$ cat src/logic/mmas_defs.vh
// constants for the paged management memory access block
`ifndef MMAS_DEFS_VH
`define MMAS_DEFS_VH
// access types, held per byte in the type table
`define MMAS_T_RSVD 3'h0
`define MMAS_T_RW 3'h1
`define MMAS_T_RWW 3'h2
`define MMAS_T_RO 3'h3
`define MMAS_T_WO 3'h4
`define MMAS_T_WOSC 3'h5
`define MMAS_T_COR 3'h6
`define MMAS_T_MASK 3'h7
// page map: pages 0..3 required, 4 optional, 5 vendor, 6..7 reserved
`define MMAS_PG_REQ_LAST 3'h3
`define MMAS_PG_OPT 3'h4
`define MMAS_PG_VEND 3'h5
// byte offsets inside a page
`define MMAS_OFS_ADV 4'h0
`define MMAS_OFS_MON_HI 4'h2
`define MMAS_OFS_MON_LO 4'h3
`define MMAS_OFS_CMD 4'h4
`define MMAS_OFS_HSK 4'h5
`define MMAS_OFS_FLAG 4'h8
`define MMAS_OFS_VFLAG 4'h9
`define MMAS_OFS_SUM 4'hA
`define MMAS_OFS_MASK 4'hC
`define MMAS_OFS_VMASK 4'hD
`define MMAS_OFS_RSVD 4'hF
// defaults
`define MMAS_CTRL_RST 8'h00
`define MMAS_MASK_OPT_RST 8'hFF
`define MMAS_MASK_REQ_RST 8'h00
`define MMAS_ADV_BIT_OPT 0
`define MMAS_ADV_BIT_VEND 1
// self-clearing command acted on this many cycles plus one after the write
`define MMAS_SC_DELAY 4'h3
`endif

$ cat src/logic/mmas_flag_bank.v
// latched flag byte with mask, clear-on-read and interrupt contribution
`timescale 1ns/1ps
`default_nettype none
module mmas_flag_bank #(
  parameter W = 8,
  parameter [7:0] MASK_RST = 8'hFF
) (
  input wire clk_sys,
  input wire resetn,
  input wire init_done,
  input wire [W-1:0] cond,
  input wire enable,
  input wire clear_rd,
  input wire mask_we,
  input wire [W-1:0] mask_wdata,
  output wire [W-1:0] flags,
  output wire [W-1:0] mask,
  output wire irq_src
);
  reg [W-1:0] flag_q;
  reg [W-1:0] mask_q;
  genvar i;
  generate
    for (i = 0; i < W; i = i + 1) begin : g_bit
      always @(posedge clk_sys or negedge resetn) begin
        if (!resetn) begin
          flag_q[i] <= 1'b0;
        end else if (enable && cond[i]) begin
          flag_q[i] <= 1'b1;
        end else if (clear_rd) begin
          flag_q[i] <= 1'b0;
        end
      end
      always @(posedge clk_sys or negedge resetn) begin
        if (!resetn) begin
          mask_q[i] <= 1'b1;
        end else if (init_done) begin
          mask_q[i] <= MASK_RST[i];
        end else if (mask_we) begin
          mask_q[i] <= mask_wdata[i];
        end
      end
    end
  endgenerate
  assign flags = flag_q;
  assign mask = mask_q;
  assign irq_src = |(flag_q & ~mask_q);
endmodule
`default_nettype wire

$ cat src/logic/mmas_core.v
// paged management memory with per-byte access types
// Contract
// - reserved pages refuse all access
// - reserved bytes in pages stay accessible
// - reserved bytes initialise to zero
// - reserved contents never used nor evaluated
// - unsupported vendor pages refuse access
// - vendor interrupts silent unless host aware
// - control registers default to zero
// - optional-page masks default to one
// - multi-byte values stored big endian
// - read-write returns last host write
// - module may also update shared bytes
// - writes to read-only bytes ignored
// - write-only reads complete, value meaningless
// - self-clearing bytes read zero after action
// - clear-on-read byte cleared after read
// - clear may merge with fresh status
// - persisting condition sets flag again
// - type mismatch never raises protocol error
// - all required pages implemented
// - optional pages advertised at runtime
// - required fields present with their page
// - advertised fields present only when advertised; vendor flag and mask bytes stay present when vendor bit clear
// - vendor masks default to one
// - interrupt held while unmasked flag set
// - masks reload on leaving init state
// - reading summary clears no flag
`timescale 1ns/1ps
`default_nettype none
`include "mmas_defs.vh"
module mmas_core #(
  parameter OPT_PAGE_EN = 1,
  parameter VEND_PAGE_EN = 0
) (
  input wire clk_sys,
  input wire resetn,
  input wire req,
  input wire we,
  input wire [2:0] page,
  input wire [3:0] offset,
  input wire [7:0] wdata,
  input wire init_exit,
  input wire host_vendor_aware,
  input wire [15:0] mon_value,
  input wire [7:0] cond_std,
  input wire [7:0] cond_vend,
  input wire [7:0] hsk_update,
  input wire hsk_update_en,
  output reg [7:0] rdata_q,
  output reg ack_q,
  output reg nack_q,
  output reg irq_q,
  output reg [7:0] cmd_pulse_q,
  output reg module_ready_q
);
  localparam ST_INIT = 1'b0;
  localparam ST_READY = 1'b1;
  reg state_q;
  reg [7:0] rw_mem_q [0:15];
  reg [7:0] hsk_q;
  reg [7:0] cmd_q;
  reg [3:0] sc_cnt_q;
  reg [15:0] mon_q;
  reg cor_std_q;
  reg cor_vend_q;
  reg [7:0] rd_d;
  reg [2:0] typ;
  reg page_ok;
  wire [7:0] flg_std;
  wire [7:0] msk_std;
  wire [7:0] flg_vend;
  wire [7:0] msk_vend;
  wire irq_std;
  wire irq_vend;
  wire wr;
  wire rd;
  wire opt_sup;
  wire vend_sup;
  wire [7:0] adv;
  wire init_done;
  wire is_opt;
  integer k;
  assign opt_sup = (OPT_PAGE_EN != 0);
  assign vend_sup = (VEND_PAGE_EN != 0);
  assign adv = {6'h00, vend_sup, opt_sup};
  assign init_done = (state_q == ST_INIT) && init_exit;
  assign is_opt = (page == `MMAS_PG_OPT);
  // page decode
  always @* begin
    page_ok = 1'b0;
    if (page <= `MMAS_PG_REQ_LAST) begin
      page_ok = 1'b1;
    end else if (page == `MMAS_PG_OPT) begin
      page_ok = opt_sup;
    end else if (page == `MMAS_PG_VEND) begin
      page_ok = vend_sup;
    end else begin
      page_ok = 1'b0;
    end
  end
  assign wr = req && we && page_ok;
  assign rd = req && !we && page_ok;
  // byte type table within a page
  always @* begin
    case (offset)
      `MMAS_OFS_ADV: typ = `MMAS_T_RO;
      `MMAS_OFS_MON_HI: typ = `MMAS_T_RO;
      `MMAS_OFS_MON_LO: typ = `MMAS_T_RO;
      `MMAS_OFS_CMD: typ = `MMAS_T_WOSC;
      `MMAS_OFS_HSK: typ = `MMAS_T_RWW;
      `MMAS_OFS_FLAG: typ = `MMAS_T_COR;
      `MMAS_OFS_VFLAG: typ = `MMAS_T_COR;
      `MMAS_OFS_SUM: typ = `MMAS_T_RO;
      `MMAS_OFS_MASK: typ = `MMAS_T_MASK;
      `MMAS_OFS_VMASK: typ = `MMAS_T_MASK;
      `MMAS_OFS_RSVD: typ = `MMAS_T_RSVD;
      default: typ = `MMAS_T_RW;
    endcase
  end
  // read mux
  always @* begin
    rd_d = 8'h00;
    case (offset)
      `MMAS_OFS_ADV: rd_d = adv;
      `MMAS_OFS_MON_HI: rd_d = mon_q[15:8];
      `MMAS_OFS_MON_LO: rd_d = mon_q[7:0];
      `MMAS_OFS_CMD: rd_d = cmd_q;
      `MMAS_OFS_HSK: rd_d = hsk_q;
      `MMAS_OFS_FLAG: rd_d = flg_std;
      `MMAS_OFS_VFLAG: rd_d = flg_vend;
      `MMAS_OFS_SUM: rd_d = {6'h00, |flg_vend, |flg_std};
      `MMAS_OFS_MASK: rd_d = is_opt ? msk_vend : msk_std;
      `MMAS_OFS_VMASK: rd_d = msk_vend;
      `MMAS_OFS_RSVD: rd_d = rw_mem_q[offset];
      default: rd_d = rw_mem_q[offset];
    endcase
  end
  // module state and answer
  always @(posedge clk_sys or negedge resetn) begin
    if (!resetn) begin
      state_q <= ST_INIT;
      module_ready_q <= 1'b0;
      rdata_q <= 8'h00;
      ack_q <= 1'b0;
      nack_q <= 1'b0;
      irq_q <= 1'b0;
      mon_q <= 16'h0000;
    end else begin
      if (init_done) begin
        state_q <= ST_READY;
        module_ready_q <= 1'b1;
      end
      ack_q <= req && page_ok;
      nack_q <= req && !page_ok;
      rdata_q <= rd ? rd_d : 8'h00;
      irq_q <= irq_std || (irq_vend && host_vendor_aware);
      mon_q <= mon_value;
    end
  end
  // clear-on-read strobes land the cycle after the read is answered
  always @(posedge clk_sys or negedge resetn) begin
    if (!resetn) begin
      cor_std_q <= 1'b0;
      cor_vend_q <= 1'b0;
    end else begin
      cor_std_q <= rd && (offset == `MMAS_OFS_FLAG);
      cor_vend_q <= rd && (offset == `MMAS_OFS_VFLAG);
    end
  end
  // plain read-write and reserved storage
  always @(posedge clk_sys or negedge resetn) begin
    if (!resetn) begin
      for (k = 0; k < 16; k = k + 1) begin
        rw_mem_q[k] <= `MMAS_CTRL_RST;
      end
    end else if (wr && (typ == `MMAS_T_RW)) begin
      rw_mem_q[offset] <= wdata;
    end
  end
  // shared byte, host and module both write; module wins
  always @(posedge clk_sys or negedge resetn) begin
    if (!resetn) begin
      hsk_q <= `MMAS_CTRL_RST;
    end else if (hsk_update_en) begin
      hsk_q <= hsk_update;
    end else if (wr && (typ == `MMAS_T_RWW)) begin
      hsk_q <= wdata;
    end
  end
  // self-clearing command byte
  always @(posedge clk_sys or negedge resetn) begin
    if (!resetn) begin
      cmd_q <= `MMAS_CTRL_RST;
      sc_cnt_q <= 4'h0;
      cmd_pulse_q <= 8'h00;
    end else begin
      cmd_pulse_q <= 8'h00;
      if (wr && (typ == `MMAS_T_WOSC)) begin
        cmd_q <= cmd_q | wdata;
        sc_cnt_q <= `MMAS_SC_DELAY;
      end else if (sc_cnt_q != 4'h0) begin
        sc_cnt_q <= sc_cnt_q - 4'h1;
      end else if (cmd_q != 8'h00) begin
        cmd_pulse_q <= cmd_q;
        cmd_q <= 8'h00;
      end
    end
  end
  mmas_flag_bank #(
    .W(8),
    .MASK_RST(`MMAS_MASK_REQ_RST)
  ) u_std (
    .clk_sys(clk_sys),
    .resetn(resetn),
    .init_done(init_done),
    .cond(cond_std),
    .enable(state_q == ST_READY),
    .clear_rd(cor_std_q),
    .mask_we(wr && (offset == `MMAS_OFS_MASK) && !is_opt),
    .mask_wdata(wdata),
    .flags(flg_std),
    .mask(msk_std),
    .irq_src(irq_std)
  );
  // vendor sources and the optional-page mask byte share the masked-by-default bank
  mmas_flag_bank #(
    .W(8),
    .MASK_RST(`MMAS_MASK_OPT_RST)
  ) u_vend (
    .clk_sys(clk_sys),
    .resetn(resetn),
    .init_done(init_done),
    .cond(cond_vend),
    .enable(state_q == ST_READY),
    .clear_rd(cor_vend_q),
    .mask_we(wr && ((offset == `MMAS_OFS_VMASK) || ((offset == `MMAS_OFS_MASK) && is_opt))),
    .mask_wdata(wdata),
    .flags(flg_vend),
    .mask(msk_vend),
    .irq_src(irq_vend)
  );
endmodule
`default_nettype wire

$ cat config.mk
export PLATFORM = sky130hd
export DESIGN_NAME = mmas_core
export DESIGN_NICKNAME = d
export VERILOG_FILES = /design/src/logic/mmas_flag_bank.v /design/src/logic/mmas_core.v
export VERILOG_INCLUDE_DIRS = /design/src /design/src/logic
export SDC_FILE = /design/constraint.sdc
export NUM_CORES = 1
export LEC_CHECK = 0
export BUFFER_PORTS_ARGS = -buffer_cell sky130_fd_sc_hd__buf_2
export CAP_MARGIN = 10
export CELL_PAD_IN_SITES_DETAIL_PLACEMENT = 1
export CELL_PAD_IN_SITES_GLOBAL_PLACEMENT = 2
export CORE_UTILIZATION = 40
export CTS_CLUSTER_SIZE = 10
export DETAILED_ROUTE_END_ITERATION = 7
export PLACE_DENSITY_LB_ADDON = 0.1
export RECOVER_POWER = 25
export SLEW_MARGIN = 20
export SYNTH_ARGS = -nofsm -noshare
export SYNTH_HDL_FRONTEND = slang
export SYNTH_HIERARCHICAL = 1
export SYNTH_SLANG_ARGS = --single-unit
$ cat constraint.sdc
create_clock -name clk_sys -period 2.2 [get_ports clk_sys]
set_clock_uncertainty 0.05 [all_clocks]
set_input_delay 0.33 -clock clk_sys [delete_from_list [all_inputs] [get_ports clk_sys]]
set_output_delay 0.33 -clock clk_sys [all_outputs]
set_load 0.05 [all_outputs]
-- Yosys cells after proc, flatten, opt, wreduce, memory -nomap -nowiden
Memory sizes are Yosys's and may differ from the RTL's.
Index checks and enable logic that the tools add are counted.
- output and inout port bits: 20
- memory bits (read-only): 48
- flip-flop bits (word level): 218
- input port bits: 62
- word-level logic and storage cells: 225
- bits in writable memories: 0
- latch bits: 0
- memories: 1
- shift-type cells: 0
- div/mod/pow operators: 0
- reduce and logical (&&, ||, !) cells: 68
- $add $sub $neg: 1
- equality and inequality tests: 14
- bitwise operators: 7
- multipliers: 0
- mux-type cells: 71
- magnitude comparators: 3
- memory list (name ; words ; width ; read ports ; clocked after Yosys merged registers in ; write ports ; RTL line ; source):
    (name not given) ; 16 ; 3 ; 1 ; 0 ; 0 ; mmas_core.v:106 ; case (offset)
- operators by type and width (cell ; count):
    $bwmux 128 ; 1
    $mux 8 ; 13
    $pmux 8 s10 ; 1
    $mux 1 ; 52
    $reduce_bool 2->1 ; 21
    $logic_and 1x1->1 ; 34
    $bmux 8 s4 ; 1
    $demux 8 s4 ; 1
    $reduce_or 8->1 ; 4
    $eq 4x4->1 const B ; 5
    $and 8x8->8 ; 2
    $not 8->8 ; 2
    $eq 4x2->1 const B ; 2
    $eq 4x3->1 const B ; 2
    $mux 4 ; 2
    $or 8x8->8 ; 1
    $reduce_bool 8->1 ; 1
    $eq 3x3->1 const B ; 2
    $ge 5x5->1 const B ; 1
    $lt 5x1->1 const B ; 1
    $not 4->5 ; 1
    $logic_not 4->1 ; 1
    $reduce_bool 4->1 ; 1
    $sub 4x1->4 const B ; 1
    8 further kinds ; 11

-- Depth between registers and ports, before layout
Gate-level depths: netlist of the first run.
- depth after elaboration: 8
- depth in mapped cells: 8
- mapped depth without buffers: 6

-- Cells and area by module
The synthesis of the first run kept the hierarchy.
- by module, submodules not included (module ; cells each ; times used ; sequential area each (um^2) ; area each (um^2)):
    mmas_core ; 609 ; 1 ; 4179.0 ; 7283.2
    mmas_flag_bank at u_vend ; 64 ; 1 ; 410.4 ; 679.4
    mmas_flag_bank at u_std ; 64 ; 1 ; 410.4 ; 665.6

-- Least setup slack after synthesis of the first run
Ideal clock, no wire load.
- path type: input to register
- from: in page[0]
- to: reg u_vend.mask_q[5] (netlist: u_vend/mask[5])
- setup time: 0.082 ns
- setup slack: 0.247 ns
- path buffers: 1
- arrival: 1.821 ns
- stages: 6
- required time: 2.068 ns
- path through: nor3b_1 -> o211a_1 -> nor2b_1 -> buf_4 -> nor2b_1 -> a211o_1
- cells in the longest elaborated chain, start to end: 6
- elaborated cells between the ends (all ways): 9
- those cells by class: order compare (1); eq/ne (1); mux (2); reduce/logical (5)
- ends and longest elaborated chain (element ; RTL line ; source):
    from (decl) ; mmas_core.v:40 ; input wire [2:0] page,
    branches (longest 4 deep; another with $le 3x2->1) ; - ;
    $logic_and 1x1->1 * ; mmas_core.v:237 ; .mask_we(wr && ((offset == `MMAS_OFS_VMASK) || ((offset == `MMAS_OFS_MASK) && is_opt))),
    $reduce_bool 2->1 (no line) * ; - ;
    to (signal, indexed assignment) ; mmas_flag_bank.v:38 ; mask_q[i] <= MASK_RST[i];
    to (signal, indexed assignment) ; mmas_flag_bank.v:40 ; mask_q[i] <= mask_wdata[i];
    to (decl) ; mmas_flag_bank.v:21 ; reg [W-1:0] mask_q;
Every way passes the cells marked *.
A chain may end at the register's enable or synchronous reset.

-- Worst setup path in the final report of the first run
- from: in offset[1]
- to: reg rdata_q[4]
- cells in the longest elaborated chain, start to end: 6
- elaborated cells between the ends (all ways): 16
- those cells by class: eq/ne (9); mux (5); bitwise (1); reduce/logical (1)
- ends and longest elaborated chain (element ; RTL line ; source):
    from (decl) ; mmas_core.v:41 ; input wire [3:0] offset,
    $not 4->5 (not written as such) ; mmas_core.v:135, mmas_core.v:136 ;
    $bmux 8 s4 ; mmas_core.v:135, mmas_core.v:136 ;
    $mux 8 (not written as such) (2 in series) ; mmas_core.v:135, mmas_core.v:136 ;
    $pmux 8 s10 * ; mmas_core.v:124 ; case (offset)
    $mux 8 * ; mmas_core.v:156 ; rdata_q <= rd ? rd_d : 8'h00;
    to (signal assigned) ; mmas_core.v:156 ;
    to (decl) ; mmas_core.v:50 ; output reg [7:0] rdata_q,
Every way passes the cells marked *; elsewhere a longest branch is shown, timed or not. The select of a mux whose other input is x is not followed.

==> results.sh, run 1 <==
export IMPL_clock_latency_ps=430
export IMPL_ys_async_sr_fraction_pct=100
export IMPL_avgViaCountPerCell=5.40
export IMPL_hold_path_class="input port to register"
export IMPL_ff2ff_setup_slack_ps=210
export IMPL_synth_edf_count=0
export IMPL_grt_antenna_before_repair=1
export IMPL_io_pin_count=82
export IMPL_slew_violations=0
export IMPL_yosys_area_top_type="dfrtp_1"
export IMPL_crit_required_ps=2450
export IMPL_synthFlopType="dfrtp_1"
export IMPL_drtAntennaViolNets=0
export IMPL_switching_power_w=0.00253
export IMPL_num_rows=53
export IMPL_grt_overflow=0
export IMPL_final_period_utilization_pct=92.9
export IMPL_synth_top_area_share_pct=53.1
export IMPL_power_density_nw_per_um2=893
export IMPL_setup_tns_ps=0
export IMPL_detail_route_wirelength_mm=25.2
export IMPL_period_minus_slack_ps=2040
export IMPL_clock_power_share_pct=38.3
export IMPL_drc_errors=0
export IMPL_synthToLayoutAreaGrowth_pct=18.6
export IMPL_grt_pass1_wl_mm=39.6
export IMPL_dr_pass1_iters=4
export IMPL_switching_share_pct=27.7
export IMPL_path_clk_slew_ps=80
export IMPL_crit_fanout=18
export IMPL_root_buffer="clkbuf_16"
export IMPL_path_class="input port to register"
export IMPL_synth_area_top_cells="dfrtp_1 53%, mux4_2 5.7%, mux2_2 5.4%, dfstp_2 4.9%, clkbuf_1 3.2%"
export IMPL_vdd_drop_max_mv=0.438
export IMPL_numPortBuffers=81
export IMPL_drive_above_1_share_pct=31.8
export IMPL_vias=5893
export IMPL_clockBufferDepth=2
export IMPL_avgSynthCellArea_um2=11.7
export IMPL_arrival_ps=2300
export IMPL_cts_resized=0
export IMPL_comb_power_share_pct=14.2
export IMPL_worstSetupStartpointType="input port"
export IMPL_hpwl_mm=18.4
export IMPL_holdBufCountCts=17
export IMPL_cp_end_kind="register"
export IMPL_seqPwrFrac_pct=47.5
export IMPL_final_net_count=867
export IMPL_insertedDiodeCount=0
export IMPL_synth_seq_area_share_pct=57.9
export IMPL_r2r_cells=6
export IMPL_avgRoutedWirePerCell_um=23.0
export IMPL_final_hold_viol_count=0
export IMPL_cts_tree="built"
export IMPL_maxCapViolCount=0
export IMPL_p_leak_nw=4.89
export IMPL_grt_max_degree=47
export IMPL_synth_warnings=6
export IMPL_die_area_um2=22200
export IMPL_yosysUniqueCellTypes=70
export IMPL_postSynthCellCount=737
export IMPL_chipWidth_um=149
export IMPL_post_cts_buffers=0
export IMPL_htree_levels=4
export IMPL_grt_pass1_vias=6611
export IMPL_cts_num_sinks=199
export IMPL_start_util_pct=40.9
export IMPL_core_area_um2=21100
export IMPL_drt_initial_drc_count=370
export IMPL_status="completed"
export IMPL_hold_depth=2
export IMPL_grt_total_usage_pct=24.6
export IMPL_rsz0062_at_grt="false"
export IMPL_fp_dieH_um=149
export IMPL_syn_cell_area_um2=8630
export IMPL_reg2reg_to="cmd_q[1]"
export IMPL_max_freq_mhz=489
export IMPL_setup_viol=0
export IMPL_min_from="init_exit"
export IMPL_numCtsBuffers=17
export IMPL_syn_nets=800
export IMPL_p_total_w=0.00914
export IMPL_p_int_w=0.00661
export IMPL_hold_path_end="state_q"
export IMPL_synth_seq_cells=199
export IMPL_r2r_start="sc_cnt_q[0]"
export IMPL_place_gp_congestion=0.875
export IMPL_tightest_slew_ps=1260
export IMPL_max_slew_margin_pct=15.9
[layout by cell type, fill, tap and decap left out, drive strengths merged, types with 12 or more instances in the layout]
cell type / count
dfstp: 16
clkbuf: 20
nand2: 49
dfrtp: 183
a21oi: 43
mux2: 42
nor2b: 29
inv: 32
dlygate4sd3: 17
mux2i: 12
nor2: 33
o21ai: 42
buf: 131
mux4: 22
[cells in the mapped netlist (all sizes together) (2+ instances only)]
cell / n
o31ai: 2
a211o: 10
a31oi: 3
nand3b: 3
o22ai: 10
clkbuf: 74
a22oi: 10
a211oi: 6
nor2b: 29
a221oi: 5
o21ai: 42
mux2i: 12
dfstp: 16
or4: 4
a2111oi: 3
and2: 8
mux4: 22
a21o: 2
and3: 3
nand2: 49
inv: 26
nor2: 33
o2bb2ai: 2
buf: 28
a22o: 5
nand2b: 10
nand4: 3
nand3: 8
dfrtp: 183
nor3: 10
nor4: 7
mux2: 42
a21oi: 43
or3: 2
and2b: 2
a311oi: 3
[how the worst max path moves through the flow]
stage | from | depth (start not counted) | slack (ps) | endpoint
4_1_cts | offset[1] | 7 | 120 | rdata_q[4]
5_1_grt | offset[1] | 7 | 8 | rdata_q[4]
3_3_place_gp | offset[1] | 7 | -290 | rdata_q[4]
3_5_place_dp | offset[1] | 7 | -320 | rdata_q[4]
2_1_floorplan | page[0] | 6 | 250 | u_vend/mask[5]
6_report | offset[1] | 7 | 160 | rdata_q[4]
[registers in the layout, indices dropped and copies added, names as in the netlist, 4 cells and up]
name,flops
u_std/mask,8
mon_q,16
rw_mem_q,109
cmd_q,8
cmd_pulse_q,8
u_vend/mask,8
rdata_q,8
u_std/flags,8
sc_cnt_q,4
hsk_q,8
u_vend/flags,8
[layout make-up]
cell class / count / area (um^2)
timing repair buffer: 150 / 1040
fill: 2226 / 10900
inverter: 26 / 97.6
clock buffer: 18 / 439
clock inverter: 14 / 233
sequential: 199 / 5000
tap: 275 / 344
multi-input combinational: 410 / 3080
[worst max-delay path, cell delays in order]
cell and delay [ps]:
buf_2 350, nor2b_1 200, a22o_1 220, a22o_1 210, a2111oi_0 710, buf_4 230
nor3_1 40
[cells by family (layout without fill, tap and decap cells)]
logic type               count (synthesis)  count (layout)  synth area share [%]
AND/OR/NAND/NOR                        176             176                  11.3
buffers and inverters                  128             208                  6.31
AO/OA/AOI/OAI                          156             156                  11.6
XOR/XNOR                                 1               1                 0.102
flip-flops                             199             199                  57.9
multiplexers                            76              76                  12.6
adder cells (fa/ha/maj)                  1               1                 0.145
[power by group through the flow]
stage	registers (W)	clock network, W	logic, W
final	0.00434	0.00350	0.00130
after global routing	0.00438	0.00372	0.00143
after CTS	0.00434	0.00359	0.00132
after detailed placement	0.00440	0	0.00129
after global placement	0.00439	0	0.00124
after floorplan	0.00433	0	0.000755
[per-layer routing]
metal / track usage [%] / vias to the layer above / wire length [um]
met5: 0 / - / 0
met4: 9.69 / 0 / 740
met3: 3.24 / 40 / 690
met2: 40.2 / 115 / 12300
met1: 33.2 / 3042 / 11500
li1: - / 2696 / -
[metrics by stage]
step | hold WS [ps] | setup WS (ps) | cells | cell area [um^2] | util (%)
CTS | 31.3 | 118 | 1092 | 10200 | 48.6
finish | 46.6 | 155 | 1092 | 10200 | 48.5
global placement | 252 | -288 | 1043 | 9410 | 44.6
floorplan | -15.6 | 247 | 737 | 8630 | -
detailed placement | 260 | -323 | 1043 | 9410 | 44.6
global route | 34.6 | 7.81 | 1092 | 10200 | 48.5
No activity file was read; power rests on OpenSTA's default activity.
==> run 2: changes to the inputs <==
Settings changed: ABC_AREA set to 1, CORE_UTILIZATION 40 to 35.
==> run 2 against run 1 <==
- global-route usage is 1.9 points lower
- first-iteration DRC count is 23% higher
- register-to-register slack better by 410 ps
- total power is 15% higher
- sequential cell count is 19 higher
- die area is 38% higher
- cell area is 22% higher
- combinational power is 20% higher
- hold slack worse by 11 ps
- critical endpoint is now module_ready_q
- highest routed layer unchanged
==> results.sh, run 2 <==
export IMPL_status="completed"
export IMPL_drive_above_1_share_pct=15.5
export IMPL_rsz0062_at_grt="false"
export IMPL_max_slew_margin_pct=28.6
export IMPL_yosysUniqueCellTypes=37
export IMPL_hold_path_class="input port to register"
export IMPL_detail_route_wirelength_mm=32.8
export IMPL_final_net_count=1498
export IMPL_synth_seq_area_share_pct=52.2
export IMPL_hold_depth=3
export IMPL_io_pin_count=82
export IMPL_vias=8519
export IMPL_tightest_slew_ps=1070
export IMPL_yosys_top_cells_count="534 x nand2_1, 202 x dfrtp_1, 164 x inv_1, 100 x nor2_1, 94 x clkbuf_1"
export IMPL_yosys_area_top_type="dfrtp_1"
export IMPL_worstSetupStartpointType="register"
export IMPL_vdd_drop_max_mv=0.573
export IMPL_die_area_um2=30600
export IMPL_setup_viol=0
export IMPL_finalWorstSetupSlack_ps=406
export IMPL_drt_initial_drc_count=456
export IMPL_postSynthCellCount=1373
export IMPL_grt_total_usage_pct=22.6
export IMPL_synthToLayoutAreaGrowth_pct=19.1
export IMPL_crit_path_top_delay_cell="dfrtp_1"
export IMPL_start_util_pct=36.0
export IMPL_ff2ff_setup_slack_ps=620
export IMPL_power_density_nw_per_um2=839
export IMPL_largest_register_ffs=128
export IMPL_cts_num_sinks=218
export IMPL_insertedDiodeCount=0
export IMPL_post_route_util_pct=42.9
export IMPL_max_stage_delay_ps=340
export IMPL_max_freq_mhz=558
export IMPL_drtAntennaViolNets=0
export IMPL_grt_pass1_wl_mm=53.3
export IMPL_avgSynthCellArea_um2=7.63
export IMPL_avgRoutedWirePerCell_um=17.9
export IMPL_hpwl_mm=22.9
export IMPL_htree_levels=1
export IMPL_layout_commonest_cell="nand2_1"
export IMPL_p_leak_nw=6.72
export IMPL_synth_top_area_share_pct=48.2
export IMPL_r2r_cells=7
export IMPL_path_clk_slew_ps=50
export IMPL_min_from="req"
export IMPL_crit_fanout=18
export IMPL_path_class="register to primary output"
export IMPL_crit_chain="buf_4 > buf_2"
export IMPL_dr_pass1_iters=4
export IMPL_grt_pass1_vias=9191
export IMPL_setup_tns_ps=0
export IMPL_hold_path_end="ack_q"
export IMPL_grt_antenna_before_repair=0
export IMPL_regMostFlops="rw_mem_q"
export IMPL_final_hold_viol_count=0
export IMPL_grt_overflow=0
export IMPL_fp_dieH_um=175
export IMPL_post_cts_buffers=0
export IMPL_reg2reg_to="cmd_q[7]"
export IMPL_post_place_ws_ps=219
export IMPL_synth_seq_cells=218
export IMPL_grt_max_degree=66
export IMPL_final_period_utilization_pct=81.5
export IMPL_clockBufferDepth=3
export IMPL_chipWidth_um=175
export IMPL_clock_latency_ps=550
export IMPL_drc_errors=0
export IMPL_root_buffer="clkbuf_16"
export IMPL_avgViaCountPerCell=4.63
export IMPL_reg_top3="rw_mem_q (128), mon_q (16)"
export IMPL_synthFlopType="dfrtp_1"
export IMPL_synth_warnings=6
export IMPL_num_rows=62
export IMPL_syn_cell_area_um2=10500
export IMPL_cts_tree="built"
export IMPL_place_gp_congestion=0.816
export IMPL_maxCapViolCount=0
export IMPL_period_minus_slack_ps=1790
export IMPL_ys_async_sr_fraction_pct=100
export IMPL_yosysMostFrequentCell="nand2_1"
export IMPL_cts_resized=0
export IMPL_final_cell_mix="534 x nand2_1, 202 x dfrtp_1, 164 x inv_1"
export IMPL_numCtsBuffers=28
export IMPL_r2r_start="sc_cnt_q[0]"
export IMPL_arrival_ps=1410
export IMPL_slew_violations=0
export IMPL_core_area_um2=29100
export IMPL_nFillCells=3550
export IMPL_p_total_w=0.0105
export IMPL_crit_required_ps=1820
export IMPL_synth_area_top_cells="dfrtp_1 48%, nand2_1 19%, inv_1 5.9%, dfstp_2 4.0%, nor2_1 3.6%"
export IMPL_syn_nets=1436
export IMPL_synth_edf_count=0
export IMPL_cp_end_kind="primary output"
export IMPL_numPortBuffers=81
-- run 2: cell count changes in the layout (fill, tap and decap cells not counted), sizes merged, moves of 27 or more --
| cell | previous run | this run |
|---|---|---|
| a21oi | 43 | 12 |
| clkbuf | 20 | 48 |
| dlygate4sd3 | 17 | 44 |
| inv | 32 | 171 |
| mux2 | 42 | 0 |
| nand2 | 49 | 542 |
| nand3 | 8 | 74 |
| nand4 | 3 | 43 |
| nor2 | 33 | 117 |
| nor2b | 29 | 0 |
-- run 2: per-stage QoR --
| stage | hold WS, ps | instance area, um^2 | cells |
|---|---|---|---|
| finish | 35.4 | 12500 | 1839 |
| global route | 47.3 | 12500 | 1839 |
| CTS | 10.2 | 12500 | 1839 |
| detailed placement | 287 | 11200 | 1745 |
| global placement | 290 | 11200 | 1745 |
| floorplan | -15.6 | 10500 | 1373 |
-- run 2: worst max path at each step --
stage | slack (ps) | from | endpoint | cells after the start
after CTS | 370 | state_q | module_ready_q | 2
after floorplan | 550 | sc_cnt_q[0] | cmd_q[0] | 6
after global placement | 230 | offset[0] | u_vend/mask[1] | 9
after global routing | 320 | state_q | module_ready_q | 2
after detailed placement | 220 | offset[0] | u_vend/mask[0] | 9
final | 410 | state_q | module_ready_q | 2
-- run 2: area by class of cell --
| class | count | area [um^2] | area share [%] |
|---|---|---|---|
| inverters | 172 | 647 | 5.18 |
| multi-input cells | 852 | 3730 | 29.9 |
| clock buffers | 45 | 835 | 6.68 |
| repair buffers | 163 | 1280 | 10.3 |
| flip-flops and latches | 218 | 5480 | 43.9 |
| well taps | 384 | 480 | 3.85 |
| clock inverters | 5 | 36.3 | 0.291 |
-- run 2: repair_timing --
action,in CTS,in global routing
hold buffers,44,0
hold endpoints to repair,102,0
setup endpoints to repair,0,0
-- run 2: cells by family (layout without fill, tap and decap cells) --
logic type                 Yosys count  in the layout  share of synthesized area, %
xor gates and xnor gates             1              1                        0.0836
adders and majority gates            1              1                         0.119
DFF                                218            218                          52.2
and+or+nand+nor                    785            785                          31.8
buffers and inverters              303            385                          12.2
AOI/OAI and AO/OA                   65             65                          3.59
-- run 2: critical path, delay by kind of cell (launching register included) --
family | cells | cell delay, ps
buffers and inverters | 2 | 520
flip-flops | 1 | 340
-- run 2: layer usage --
layer	vias to the layer above	track usage, %	wire, um
li1	4251	-	-
met1	4105	30.4	15200
met2	118	38.7	16000
met3	45	2.57	879
met4	0	5.72	807
met5	-	0	0
-- run 2: where the power goes --
group / switching, W / internal, W / total (W)
Clock: 0.00177 / 0.00257 / 0.00434
Sequential: 0.000209 / 0.00436 / 0.00457
Combinational: 0.00101 / 0.000543 / 0.00156
Total: 0.00300 / 0.00747 / 0.0105
==> run 3: changes to the inputs <==
Settings changed: CORE_UTILIZATION 35 to 32.
Clock period 2.2 ns to 1.55 ns, I/O delays scaled along.
==> run 3 against run 2 <==
- sequential power increased by 43%
- clock-buffer cell count decreased by 1
- via count is 3.2% higher
- die area is 9.3% higher
- sequential cell count stayed put
- wire length increased by 3.8%
- largest cell class unchanged
==> results.sh, run 3 (synthesis results as in run 2) <==
export IMPL_num_rows=65
export IMPL_post_route_util_pct=41.9
export IMPL_final_hold_viol_count=0
export IMPL_chipWidth_um=183
export IMPL_hold_depth=3
export IMPL_slew_violations=0
export IMPL_path_delay_family="flip-flops"
export IMPL_use_met1_pct=28.4
export IMPL_power_density_nw_per_um2=1120
export IMPL_core_area_um2=31900
export IMPL_largest_register_ffs=128
export IMPL_crit_end="module_ready_q"
export IMPL_grt_total_usage_pct=21.1
export IMPL_nFillCells=3870
export IMPL_final_cell_mix="534 x nand2_1, 202 x dfrtp_1, 163 x inv_1"
export IMPL_clockBufferDepth=3
export IMPL_cts_num_sinks=218
export IMPL_regMostFlops="rw_mem_q"
export IMPL_reg_top3="rw_mem_q (128), mon_q (16)"
export IMPL_grt_pass1_vias=9305
export IMPL_dpl_instance_area_um2=11900
export IMPL_grt_overflow=0
export IMPL_ff2ff_setup_slack_ps=70
export IMPL_maxCapViolCount=0
export IMPL_fp_dieH_um=183
export IMPL_drt_initial_drc_count=491
export IMPL_place_gp_congestion=0.831
export IMPL_avgViaCountPerCell=4.44
export IMPL_cp_depth=2
export IMPL_detail_route_wirelength_mm=34.1
export IMPL_max_stage_delay_ps=420
export IMPL_reg2reg_to="cmd_q[5]"
export IMPL_synthToLayoutAreaGrowth_pct=27.6
export IMPL_numPortBuffers=81
export IMPL_io_pin_count=82
export IMPL_worstSetupStartpointType="register"
export IMPL_crit_chain="buf_12 > buf_12"
export IMPL_min_from="hsk_update_en"
export IMPL_final_net_count=1593
export IMPL_die_area_um2=33500
export IMPL_clock_latency_ps=560
export IMPL_setup_viol=0
export IMPL_hold_path_class="input port to register"
export IMPL_root_buffer="clkbuf_16"
export IMPL_hpwl_mm=24.5
export IMPL_critPathBufInv=2
export IMPL_grt_pass1_wl_mm=53.9
export IMPL_setup_tns_ps=0
export IMPL_drtAntennaViolNets=0
export IMPL_use_met3_pct=2.50
export IMPL_htree_levels=1
export IMPL_p_leak_nw=7.17
export IMPL_start_util_pct=32.9
export IMPL_arrival_ps=1260
export IMPL_crit_top_cell="buf_12"
export IMPL_rsz0062_at_grt="true"
export IMPL_dr_pass1_iters=5
export IMPL_layout_commonest_cell="nand2_1"
export IMPL_vdd_drop_max_mv=0.813
export IMPL_insertedDiodeCount=0
export IMPL_cp_end_kind="primary output"
export IMPL_crit_fanout=5
export IMPL_vias=8795
export IMPL_grt_max_degree=54
export IMPL_path_clk_slew_ps=60
export IMPL_critPathLaunch="state_q"
export IMPL_tightest_slew_ps=986
export IMPL_r2r_cells=6
export IMPL_max_freq_mhz=648
export IMPL_path_class="register to primary output"
export IMPL_crit_required_ps=1270
export IMPL_drive_above_1_share_pct=20.2
export IMPL_max_slew_margin_pct=34.3
export IMPL_grt_antenna_before_repair=2
export IMPL_period_minus_slack_ps=1540
export IMPL_numCtsBuffers=27
export IMPL_grt_busiest_layer="met2"
export IMPL_status="completed"
export IMPL_use_met2_pct=35.8
export IMPL_fin_area_um2=13400
export IMPL_drc_errors=0
export IMPL_final_period_utilization_pct=99.5
export IMPL_crit_path_top_delay_cell="dfrtp_1"
export IMPL_r2r_start="sc_cnt_q[0]"
export IMPL_avgRoutedWirePerCell_um=17.2
export IMPL_cts_tree="built"
run 3: report_power, final:
group          switching [W]  internal, W  leakage, nW
combinational        0.00155      0.00101         3.97
clock                0.00244      0.00343        0.391
sequential          0.000333      0.00619         2.81
run 3: worst min path at each step:
stage                               to  slack, ps
after floorplan                  ack_q       -110
after global placement    rw_mem_q[84]         80
after detailed placement  rw_mem_q[84]         90
after CTS                     hsk_q[1]        0.7
after global routing          hsk_q[1]         50
final                         hsk_q[1]         10
run 3: per-stage QoR:
stage               hold WS (ps)  power (W)  std cells  worst slack (ps)
floorplan                   -113    0.00785       1373              23.6
global placement            81.3    0.00892       1879              -240
detailed placement          86.5    0.00897       1879              -234
CTS                        0.719     0.0151       1976             -22.6
global route                54.1     0.0157       1982             -8.66
finish                      10.9     0.0149       1982              7.84
run 3: area by class of cell:
| class | count | area (um^2) | area share [%] |
|---|---|---|---|
| Clock buffer | 44 | 790 | 5.91 |
| Clock inverter | 2 | 13.8 | 0.103 |
| Inverter | 172 | 649 | 4.86 |
| Multi-Input combinational cell | 852 | 3780 | 28.3 |
| Sequential cell | 218 | 5480 | 41.0 |
| Tap cell | 435 | 544 | 4.07 |
| Timing Repair Buffer | 259 | 2110 | 15.8 |
run 3: tightest hold or removal path, delay by kind of cell:
family	cells	cell delay, ps
buffers and inverters	1	160
AND/OR/NAND/NOR	2	160
run 3: what timing repair did:
item | 4_1_cts | 5_1_grt
pin swaps | 0 | 2
endpoints found under the hold margin | 245 | 0
gates cloned | 0 | 1
endpoints found under the setup margin | 18 | 32
hold buffers | 51 | 0
setup buffers | 0 | 5
gates resized for setup | 9 | 11
run 3: metal layers:
| metal | routed length [um] | share of wire (%) |
|---|---|---|
| met1 | 16000 | 47 |
| met3 | 881 | 2.6 |
| met4 | 888 | 2.6 |
| met2 | 16300 | 48 |
| met5 | 12 | 0.035 |
